<file path="src/verilog/lit_move_pkg.sv">
// Purpose: constants for the literal/move/indirect/return execution block
// Assumes: 14-bit instruction words, 12-bit data and pointer space
// Notes: register offsets are byte addresses on a 32-bit classic Wishbone
package lit_move_pkg;
	// register map (byte offsets)
	localparam logic [7:0] OFF_INSTR = 8'h00;
	localparam logic [7:0] OFF_WORK = 8'h04;
	localparam logic [7:0] OFF_BANK = 8'h08;
	localparam logic [7:0] OFF_PAGE = 8'h0c;
	localparam logic [7:0] OFF_PTR0 = 8'h10;
	localparam logic [7:0] OFF_PTR1 = 8'h14;
	localparam logic [7:0] OFF_OPTION = 8'h18;
	localparam logic [7:0] OFF_IRQCTL = 8'h1c;
	localparam logic [7:0] OFF_FLAGS = 8'h20;
	localparam logic [7:0] OFF_STATE = 8'h24;
	// widths and field positions
	localparam int INSTR_W = 14;
	localparam int PTR_W = 12;
	localparam int PC_W = 15;
	localparam int BANK_W = 5;
	localparam int PAGE_W = 7;
	localparam int GIE_BIT = 7;
	// reset values
	localparam logic [7:0] WORK_RST = 8'h00;
	localparam logic [7:0] OPTION_RST = 8'hff;
	localparam logic [7:0] IRQCTL_RST = 8'h00;
	localparam logic [PTR_W-1:0] PTR_RST = 12'h000;
	// fixed opcodes
	localparam logic [13:0] OPC_NOP = 14'h0000;
	localparam logic [13:0] OPC_RESET = 14'h0001;
	localparam logic [13:0] OPC_RETURN_IRQ = 14'h0009;
	localparam logic [13:0] OPC_OPTION = 14'h0062;
	// opcode prefixes
	localparam logic [6:0] PFX_STORE_DIRECT = 7'h01;
	localparam logic [8:0] PFX_LOAD_BANK = 9'h001;
	localparam logic [6:0] PFX_LOAD_PAGE = 7'h63;
	localparam logic [5:0] PFX_LOAD_WORK = 6'h30;
	localparam logic [10:0] PFX_STORE_IND_MODE = 11'h003;
	localparam logic [6:0] PFX_STORE_IND_OFS = 7'h7f;
	// pointer update modes
	localparam logic [1:0] MODE_PRE_INC = 2'h0;
	localparam logic [1:0] MODE_PRE_DEC = 2'h1;
	localparam logic [1:0] MODE_POST_INC = 2'h2;
	localparam logic [1:0] MODE_POST_DEC = 2'h3;

	typedef enum logic [3:0] {
		OP_NOP = 4'h0,
		OP_LOAD_BANK = 4'h1,
		OP_LOAD_PAGE = 4'h2,
		OP_LOAD_WORK = 4'h3,
		OP_STORE_DIRECT = 4'h4,
		OP_STORE_IND_MODE = 4'h5,
		OP_STORE_IND_OFS = 4'h6,
		OP_OPTION = 4'h7,
		OP_RESET = 4'h8,
		OP_RETURN_IRQ = 4'h9,
		OP_UNKNOWN = 4'hf
	} op_e;

	typedef enum logic [0:0] {
		ST_IDLE = 1'b0,
		ST_RETURN = 1'b1
	} state_e;
endpackage : lit_move_pkg

</file>
<file path="src/verilog/lit_move_exec.sv">
// Purpose: executes literal loads, work stores, option load, software reset
//          and return from interrupt for an 8-bit core
// Assumes: software writes one instruction word at a time over Wishbone
// Notes: data memory and return stack sit outside; this block drives them
`timescale 1ns/100ps

// Contract
// - bank literal loads 5-bit field into bank selector, flags untouched
// - page literal loads 7-bit value into pc upper latch, flags untouched
// - work literal loads 8-bit value into work register in one cycle
// - direct store writes work register to bank-selected 7-bit address
// - indirect store writes work to address from pointer 0 or 1
// - mode 00 pre-inc, 01 pre-dec, 10 post-inc, 11 post-dec of pointer
// - offset form addresses pointer plus signed -32..31, pointer unchanged
// - pointer increment and decrement wrap around modulo the pointer range
// - pointer updates never change any status flag
// - option load copies work register into option register, flags kept
// - software reset instruction resets all block state like hardware, except the Wishbone answer and the two soft reset flops
// - return from irq pops stack and loads its top into program counter
// - return from irq sets global irq enable, bit 7 of irq control
// - return from irq takes two instruction cycles, one word
module lit_move_exec (
	// clock and reset
	input wire logic clk_i,
	input wire logic rst_i,
	// wishbone slave
	input wire logic wb_cyc_i,
	input wire logic wb_stb_i,
	input wire logic wb_we_i,
	input wire logic [7:0] wb_adr_i,
	input wire logic [3:0] wb_sel_i,
	input wire logic [31:0] wb_dat_i,
	output logic [31:0] wb_dat_o,
	output logic wb_ack_o,
	// data memory write port
	output logic dmem_we_o,
	output logic [lit_move_pkg::PTR_W-1:0] dmem_addr_o,
	output logic [7:0] dmem_data_o,
	// return stack
	input wire logic [lit_move_pkg::PC_W-1:0] stack_top_i,
	output logic stack_pop_o,
	output logic [lit_move_pkg::PC_W-1:0] pc_o,
	// core state seen by the rest of the device
	output logic [lit_move_pkg::BANK_W-1:0] bank_o,
	output logic [lit_move_pkg::PAGE_W-1:0] page_latch_o,
	output logic [7:0] option_o,
	output logic global_irq_enable_o,
	output logic soft_reset_o
);

	function automatic lit_move_pkg::op_e decode(
		input logic [lit_move_pkg::INSTR_W-1:0] ins);
		lit_move_pkg::op_e op;
		op = lit_move_pkg::OP_UNKNOWN;
		if (ins == lit_move_pkg::OPC_NOP) begin
			op = lit_move_pkg::OP_NOP;
		end else if (ins == lit_move_pkg::OPC_RESET) begin
			op = lit_move_pkg::OP_RESET;
		end else if (ins == lit_move_pkg::OPC_RETURN_IRQ) begin
			op = lit_move_pkg::OP_RETURN_IRQ;
		end else if (ins == lit_move_pkg::OPC_OPTION) begin
			op = lit_move_pkg::OP_OPTION;
		end else if (ins[13:7] == lit_move_pkg::PFX_STORE_DIRECT) begin
			op = lit_move_pkg::OP_STORE_DIRECT;
		end else if (ins[13:5] == lit_move_pkg::PFX_LOAD_BANK) begin
			op = lit_move_pkg::OP_LOAD_BANK;
		end else if (ins[13:7] == lit_move_pkg::PFX_LOAD_PAGE) begin
			op = lit_move_pkg::OP_LOAD_PAGE;
		end else if (ins[13:8] == lit_move_pkg::PFX_LOAD_WORK) begin
			op = lit_move_pkg::OP_LOAD_WORK;
		end else if (ins[13:3] == lit_move_pkg::PFX_STORE_IND_MODE) begin
			op = lit_move_pkg::OP_STORE_IND_MODE;
		end else if (ins[13:7] == lit_move_pkg::PFX_STORE_IND_OFS) begin
			op = lit_move_pkg::OP_STORE_IND_OFS;
		end
		return op;
	endfunction : decode

	// one step of the pointer; the 12-bit sum drops its carry so it wraps
	function automatic logic [lit_move_pkg::PTR_W-1:0] step(
		input logic [lit_move_pkg::PTR_W-1:0] p,
		input logic down);
		logic [lit_move_pkg::PTR_W-1:0] r;
		r = down ? p - 12'h001 : p + 12'h001;
		return r;
	endfunction : step

	// architectural state
	logic [7:0] work;
	logic [lit_move_pkg::PTR_W-1:0] ptr [2];
	logic [7:0] irq_control;
	logic [7:0] flags;
	logic [lit_move_pkg::INSTR_W-1:0] last_instr;
	lit_move_pkg::state_e state;
	logic soft_rst_q;
	logic rst_all;

	// bus access decode
	logic access;
	logic wr;
	logic exec;
	lit_move_pkg::op_e op;
	logic [lit_move_pkg::INSTR_W-1:0] ins;
	logic sel_n;
	logic [1:0] mode;
	logic [lit_move_pkg::PTR_W-1:0] ofs;
	logic [lit_move_pkg::PTR_W-1:0] ind_addr;
	logic [lit_move_pkg::PTR_W-1:0] next_ptr;
	logic [31:0] rd_word;

	// one strobe per instruction other than no-operation, high only for the edge that executes it
	logic do_bank;
	logic do_page;
	logic do_work;
	logic do_direct;
	logic do_ind_mode;
	logic do_ind_ofs;
	logic do_option;
	logic do_reset;
	logic do_return;

	// software reset goes through a flop so the ack of its write still lands
	assign rst_all = rst_i | soft_rst_q;
	assign access = wb_cyc_i & wb_stb_i & ~wb_ack_o;
	// only select bit 0 gates writes; instruction and pointer data also use lane 1, lanes 2 and 3 are don't-care
	assign wr = access & wb_we_i & wb_sel_i[0];
	// a word written while a return is still busy is acked and dropped
	assign exec = wr & (wb_adr_i == lit_move_pkg::OFF_INSTR) &
		(state == lit_move_pkg::ST_IDLE);
	assign ins = wb_dat_i[lit_move_pkg::INSTR_W-1:0];
	assign op = decode(ins);

	assign do_bank = exec & (op == lit_move_pkg::OP_LOAD_BANK);
	assign do_page = exec & (op == lit_move_pkg::OP_LOAD_PAGE);
	assign do_work = exec & (op == lit_move_pkg::OP_LOAD_WORK);
	assign do_direct = exec & (op == lit_move_pkg::OP_STORE_DIRECT);
	assign do_ind_mode = exec & (op == lit_move_pkg::OP_STORE_IND_MODE);
	assign do_ind_ofs = exec & (op == lit_move_pkg::OP_STORE_IND_OFS);
	assign do_option = exec & (op == lit_move_pkg::OP_OPTION);
	assign do_reset = exec & (op == lit_move_pkg::OP_RESET);
	assign do_return = exec & (op == lit_move_pkg::OP_RETURN_IRQ);

	// indirect addressing
	always_comb begin
		sel_n = (op == lit_move_pkg::OP_STORE_IND_OFS) ? ins[6] : ins[2];
		mode = ins[1:0];
		ofs = {{6{ins[5]}}, ins[5:0]};
		next_ptr = ptr[sel_n];
		ind_addr = ptr[sel_n];
		if (op == lit_move_pkg::OP_STORE_IND_OFS) begin
			ind_addr = ptr[sel_n] + ofs;
		end else begin
			next_ptr = step(ptr[sel_n], mode[0]);
			if (mode == lit_move_pkg::MODE_PRE_INC ||
				mode == lit_move_pkg::MODE_PRE_DEC) begin
				ind_addr = next_ptr;
			end
		end
	end

	// read mux; reads have no side effects, so it may follow the address
	always_comb begin
		case (wb_adr_i)
		lit_move_pkg::OFF_INSTR: rd_word = {18'h0, last_instr};
		lit_move_pkg::OFF_WORK: rd_word = {24'h0, work};
		lit_move_pkg::OFF_BANK: rd_word = {27'h0, bank_o};
		lit_move_pkg::OFF_PAGE: rd_word = {25'h0, page_latch_o};
		lit_move_pkg::OFF_PTR0: rd_word = {20'h0, ptr[0]};
		lit_move_pkg::OFF_PTR1: rd_word = {20'h0, ptr[1]};
		lit_move_pkg::OFF_OPTION: rd_word = {24'h0, option_o};
		lit_move_pkg::OFF_IRQCTL: rd_word = {24'h0, irq_control};
		lit_move_pkg::OFF_FLAGS: rd_word = {24'h0, flags};
		lit_move_pkg::OFF_STATE:
			rd_word = {16'h0, pc_o, state == lit_move_pkg::ST_RETURN};
		default: rd_word = 32'h0;
		endcase
	end

	// wishbone answer: one wait state, ack drops the cycle after
	always_ff @(posedge clk_i) begin
		if (rst_i) begin
			wb_ack_o <= 1'b0;
			wb_dat_o <= 32'h0;
		end else begin
			wb_ack_o <= access;
			wb_dat_o <= access ? rd_word : 32'h0;
		end
	end

	always_ff @(posedge clk_i) begin
		if (rst_all) begin
			last_instr <= lit_move_pkg::OPC_NOP;
		end else if (exec) begin
			last_instr <= ins;
		end
	end

	always_ff @(posedge clk_i) begin
		if (rst_all) begin
			work <= lit_move_pkg::WORK_RST;
		end else if (do_work) begin
			work <= ins[7:0];
		end else if (wr && wb_adr_i == lit_move_pkg::OFF_WORK) begin
			work <= wb_dat_i[7:0];
		end
	end

	always_ff @(posedge clk_i) begin
		if (rst_all) begin
			bank_o <= '0;
		end else if (do_bank) begin
			bank_o <= ins[4:0];
		end else if (wr && wb_adr_i == lit_move_pkg::OFF_BANK) begin
			bank_o <= wb_dat_i[4:0];
		end
	end

	always_ff @(posedge clk_i) begin
		if (rst_all) begin
			page_latch_o <= '0;
		end else if (do_page) begin
			page_latch_o <= ins[6:0];
		end else if (wr && wb_adr_i == lit_move_pkg::OFF_PAGE) begin
			page_latch_o <= wb_dat_i[6:0];
		end
	end

	always_ff @(posedge clk_i) begin
		if (rst_all) begin
			option_o <= lit_move_pkg::OPTION_RST;
		end else if (do_option) begin
			option_o <= work;
		end else if (wr && wb_adr_i == lit_move_pkg::OFF_OPTION) begin
			option_o <= wb_dat_i[7:0];
		end
	end

	// pointers: offset form leaves the pointer alone
	always_ff @(posedge clk_i) begin
		if (rst_all) begin
			ptr[0] <= lit_move_pkg::PTR_RST;
			ptr[1] <= lit_move_pkg::PTR_RST;
		end else if (do_ind_mode) begin
			ptr[sel_n] <= next_ptr;
		end else if (wr && wb_adr_i == lit_move_pkg::OFF_PTR0) begin
			ptr[0] <= wb_dat_i[lit_move_pkg::PTR_W-1:0];
		end else if (wr && wb_adr_i == lit_move_pkg::OFF_PTR1) begin
			ptr[1] <= wb_dat_i[lit_move_pkg::PTR_W-1:0];
		end
	end

	// status flags change only by bus write or reset; of the instructions, only software reset touches them
	always_ff @(posedge clk_i) begin
		if (rst_all) begin
			flags <= 8'h00;
		end else if (wr && wb_adr_i == lit_move_pkg::OFF_FLAGS) begin
			flags <= wb_dat_i[7:0];
		end
	end

	// data memory writes; the indirect window has no storage of its own
	always_ff @(posedge clk_i) begin
		if (rst_all) begin
			dmem_we_o <= 1'b0;
			dmem_addr_o <= '0;
			dmem_data_o <= 8'h00;
		end else begin
			dmem_we_o <= 1'b0;
			if (do_direct) begin
				dmem_we_o <= 1'b1;
				// the bank fills the upper address bits of a direct store
				dmem_addr_o <= {bank_o, ins[6:0]};
				dmem_data_o <= work;
			end else if (do_ind_mode || do_ind_ofs) begin
				dmem_we_o <= 1'b1;
				dmem_addr_o <= ind_addr;
				dmem_data_o <= work;
			end
		end
	end

	// return from irq: cycle one decodes, cycle two pops and loads
	always_ff @(posedge clk_i) begin
		if (rst_all) begin
			state <= lit_move_pkg::ST_IDLE;
			stack_pop_o <= 1'b0;
			pc_o <= '0;
		end else begin
			stack_pop_o <= 1'b0;
			case (state)
			lit_move_pkg::ST_IDLE: begin
				if (do_return) begin
					state <= lit_move_pkg::ST_RETURN;
				end
			end
			lit_move_pkg::ST_RETURN: begin
				// stack top is taken here, a cycle after the word was acked
				stack_pop_o <= 1'b1;
				pc_o <= stack_top_i;
				state <= lit_move_pkg::ST_IDLE;
			end
			default: state <= lit_move_pkg::ST_IDLE;
			endcase
		end
	end

	always_ff @(posedge clk_i) begin
		if (rst_all) begin
			irq_control <= lit_move_pkg::IRQCTL_RST;
		end else if (state == lit_move_pkg::ST_RETURN) begin
			irq_control[lit_move_pkg::GIE_BIT] <= 1'b1;
		end else if (wr && wb_adr_i == lit_move_pkg::OFF_IRQCTL) begin
			irq_control <= wb_dat_i[7:0];
		end
	end

	always_ff @(posedge clk_i) begin
		if (rst_all) begin
			global_irq_enable_o <= 1'b0;
		end else if (state == lit_move_pkg::ST_RETURN) begin
			global_irq_enable_o <= 1'b1;
		end else if (wr && wb_adr_i == lit_move_pkg::OFF_IRQCTL) begin
			global_irq_enable_o <= wb_dat_i[lit_move_pkg::GIE_BIT];
		end
	end

	// no-operation and unknown words only update last_instr; every other block above ignores them
	// only the pin reset clears this, so a soft reset cannot hold itself on
	always_ff @(posedge clk_i) begin
		if (rst_i) begin
			soft_rst_q <= 1'b0;
			soft_reset_o <= 1'b0;
		end else begin
			soft_rst_q <= do_reset;
			soft_reset_o <= do_reset;
		end
	end

endmodule : lit_move_exec

</file>
<file path="config.mk">
export PLATFORM = sky130hd
export DESIGN_NAME = lit_move_exec
export DESIGN_NICKNAME = d
export VERILOG_FILES = /design/src/verilog/lit_move_pkg.sv /design/src/verilog/lit_move_exec.sv
export SDC_FILE = /design/constraint.sdc
export NUM_CORES = 1
export LEC_CHECK = 0
export BUFFER_PORTS_ARGS = -buffer_cell sky130_fd_sc_hd__buf_2
export CAP_MARGIN = 20
export CORE_MARGIN = 2
export CORE_UTILIZATION = 55
export CTS_CLUSTER_SIZE = 12
export DETAILED_ROUTE_END_ITERATION = 10
export PLACE_DENSITY = 0.86
export REMOVE_ABC_BUFFERS = 1
export SYNTH_ARGS = -nofsm -noshare
export SYNTH_HDL_FRONTEND = slang
export SYNTH_SLANG_ARGS = --single-unit
</file>
<file path="constraint.sdc">
create_clock -name clk_i -period 5.12 [get_ports clk_i]
set_clock_uncertainty 0.05 [all_clocks]
set_input_delay 0.256 -clock clk_i [delete_from_list [all_inputs] [get_ports clk_i]]
set_output_delay 0.256 -clock clk_i [all_outputs]
set_load 0.05 [all_outputs]
</file>
==> results.txt <==
- At the worst endpoint, the required time is 5230 ps.
* Iteration count of the initial detailed-routing pass: 7
* Number of hold buffers added after cts: 0
- In this run, placement finished with an instance count of 1100.
* Max frequency: 259 MHz
* Fraction of registers with async set or reset after synthesis: 0%
- The root buffer cell chosen for the clock tree is clkbuf_16.
- The routed layout has 7194 vias.
- Effective utilization at floorplan: 56.2%
- Die ar.: 14500 sq um
- The first global-routing pass estimated 34.7 mm of wire.
- Counting every instance in the synthesized netlist gives 838.
* Logic pwr share: 12.1%
- The top cell type by area accounts for 30.9% of the synthesized area.
- Measured along the x axis, the die boundary spans 120 um.
* Total I/O pin count: 156
- Routability Congestion: 1.01
- The number of hold violations in the final report came to 0.
* Count of buffering cells on the critical path with inverters included: 2
- For this run, the slowest stage of the critical path takes 450 ps.
* Aggregate negative setup slack: 0 ps
- Final setup violation count: 0
* Estimated wirelength of the detail-placed design: 15.4 mm
- Leakage power summed over all cells: 3.52 nW
* Height of the die: 120 um
- Counting along the longest clock path gives a buffer depth of 2.
* Aggregate global routing overflow: 0
- Class of the worst hold path: input pin to register
- In this run, flip-flops and latches consume 42.6% of the power.
* TritonCTS clock tree: built
- Clock-pin slew was measured on the worst setup and hold paths at 60 ps.
* Antenna violations before repair: 0
- Critical Path Source Type: input pin
- Traced cell by cell, the critical path runs through buf_2 > and4_1 > nand2_1 > a21oi_4 > mux2i_1 > inv_1 > fa_1 > a21o_1 > a21oi_1 > o211ai_1 > a21oi_1 > o21ai_0 > xor2_1 > mux2i_1 > o21ai_0.
* Clock period minus worst slack: 3860 ps
- Of the cells placed in the final design, the portion with a size suffix greater than 1 is 19.7%.
- Yosys printed 0 warnings.
- Cells fill 65.8% of the core in the end.
- WS Path Type: input pin to register
- In this run the core area contains 42 standard-cell rows.
- # diodes: 0
- Clock latency on the worst-skew pair: 420 ps
* Sw power: 0.682 mW
* Fraction of power spent switching nets: 25.8%
* Cell with the largest stage delay on the worst path: a21oi_4
- GR Util All Layers: 30.6%
* Average wire per standard cell: 19.7 um
* Most common cell after layout, fill and taps aside: buf_2
- At the worst endpoint, the arrival time is 3970 ps.
- The average instance in the mapped netlist occupies 8.89 sq um.
* PostCTS Resize Cnt: 0
* Count of flip-flops with a built-in enable after synthesis: 24
- Clock buffer count from CTS: 17
- P per Cell Area: 303 nW/um^2
* Register bit total from synthesis: 139
- The final critical path takes up 75.5% of the cycle.
* Number of nets in the final layout: 1032
* Maxcap violations: 0
- Along the worst path, the maximum fanout reaches 17.
- Final wirelength: 22.3 mm
* RSZ-0062 raised after global routing: no
- Internal portion of total power: 1.96 mW
* Commonest register cell after synthesis: dfxtp_1
- Measured against its own limit, the worst slew margin works out to 34.4%.
- Iteration-0 DRC count of the detailed router: 1073
- CTS built an H-tree with a depth of 4.
* Endpoint type of the worst setup path: register
- By area the synthesized netlist is led by dfxtp_1, edfxtp_1, mux2i_1.
- Run status: completed
- In this run the remaining antenna-violating nets after routing total 0.
- Dividing the detail-routed via count by the number of cells gives 6.35.
- Sinks on the clock net: 139
- Area added between synthesis and finish: 17.1%
- The cell family contributing the most delay on the critical path is compound AO/OA/AOI/OAI gates.
- Largest voltage drop on the vdd net: 0.293 mV
- Count of buffers inserted at the top-level ports: 118
- Area of the core: 13200 sq um
- Clock network fraction of design power: 45.4%
* # Post-CTS Setup Buffers: 0
- Leaving out fill and tap cells, the most frequent cells in the layout are buf_2, dfxtp_1, nor2_1, nand2_1, mux2i_1.
- After synthesis, flip-flops and latches occupy 40.6% of the total area.
* Max-slew violation total from the final report: 0
* Least-Margin Pin Slew: 981 ps
- The synthesized design spends more area on one cell type than any other, namely dfxtp_1.
* Synthesized area: 7450 sq um
* Vias in the first global route: 6543
- Non-filler cells, final: 1133
- Number of distinct standard cells referenced by the synthesized netlist: 70
- Entering global routing, the biggest net connects 92 pins.
- Number of remaining DRC errors: 0
- Overall power after layout: 2.64 mW
-- layout make-up --
type / instances / area, sq um
repair buffers: 134 / 714
fillers: 1065 / 4520
flip-flops and latches: 139 / 3020
clock buffers: 23 / 499
multi-input cells: 639 / 4130
clock inverters: 9 / 85.1
inverters: 13 / 48.8
well taps: 176 / 220
-- logic make-up (layout without fill, tap and decap cells) --
logic type               count (synthesis)  count (layout)  synth area share [%]
AO/OA/AOI/OAI                          231             231                  21.6
adder cells (fa/ha/maj)                 24              24                  4.23
other                                    1              16                0.0504
flip-flops                             139             139                  40.6
XOR/XNOR                                23              23                  2.70
buffers and inverters                   75             179                  4.72
AND/OR/NAND/NOR                        276             276                  16.6
multiplexers                            69              69                  9.44
-- worst paths after layout --
check / slack [ps] / end / from / cells after the start
setup reg to reg: 1910 / ptr[0][10]$_DFFE_PP_ / ptr[0][0]$_DFFE_PP_ / 11
setup / recovery: 1260 / ptr[0][10]$_DFFE_PP_ / wb_dat_i[7] / 15
hold reg to reg: 400 / dmem_data_o[2]$_SDFFE_PP0P_ / dmem_data_o[2]$_SDFFE_PP0P_ / 2
hold / removal: 20 / pc_o[13]$_SDFFE_PP0P_ / stack_top_i[13] / 3
-- worst reg2reg max path, cell delays in order, from the launching register on --
cell,delay (ps)
edfxtp_1,450
mux2i_1,380
inv_1,140
fa_1,440
a21o_1,170
a21oi_1,260
o211ai_1,180
a21oi_1,190
o21ai_0,130
xor2_1,210
mux2i_1,230
o21ai_0,120
-- per-layer routing --
layer,wire length (um),part of all wire [%],GRT usage [%]
met1,8630,39,39.7
met2,10200,46,49.0
met3,2420,11,6.27
met4,1070,4.8,13.9
met5,0,0,0
-- through the flow --
step / setup slack [ps] / instance area [sq um] / hold WS, ps
finish: 1260 / 8720 / 20.7
detailed placement: 903 / 8120 / 394
global placement: 931 / 8120 / 392
CTS: 1310 / 8710 / 24.8
floorplan: 1280 / 7200 / 289
global route: 934 / 8720 / 28.6
-- power by group through the flow --
| stage | combinational, mW | sequential (mW) | clock (mW) |
|---|---|---|---|
| 5_1_grt | 0.347 | 1.13 | 1.25 |
| 3_5_place_dp | 0.310 | 1.15 | 0 |
| 4_1_cts | 0.312 | 1.12 | 1.20 |
| 2_1_floorplan | 0.211 | 1.15 | 0 |
| 3_3_place_gp | 0.307 | 1.15 | 0 |
| 6_report | 0.319 | 1.13 | 1.20 |
-- synth_stat cells (all sizes together), types with 4 or more instances --
cell type and n:
dfxtp 115, nor2 102, nand2 100, a21oi 59
mux2i 59, o21ai 36, clkbuf 33, buf 29
a22o 26, edfxtp 24, a22oi 22, ha 22
a221oi 20, nor3 18, a31oi 14, xnor2 13
inv 12, nand3 11, o211ai 11, mux2 10
xor2 10, and3 9, a211oi 8, a21o 5
nor2b 5, nor4 5, nand3b 4, nand4 4
o21a 4, or3 4
-- state kept, by name, summed over array words and instances (netlist names), 5 cells and up --
name / flops
work: 8
ptr: 24
bank_o: 5
page_latch_o: 7
dmem_data_o: 8
wb_dat_o: 16
option_o: 8
irq_control: 8
pc_o: 15
flags: 8
last_instr: 14
dmem_addr_o: 12
No activity file was read; power rests on OpenSTA's default activity.
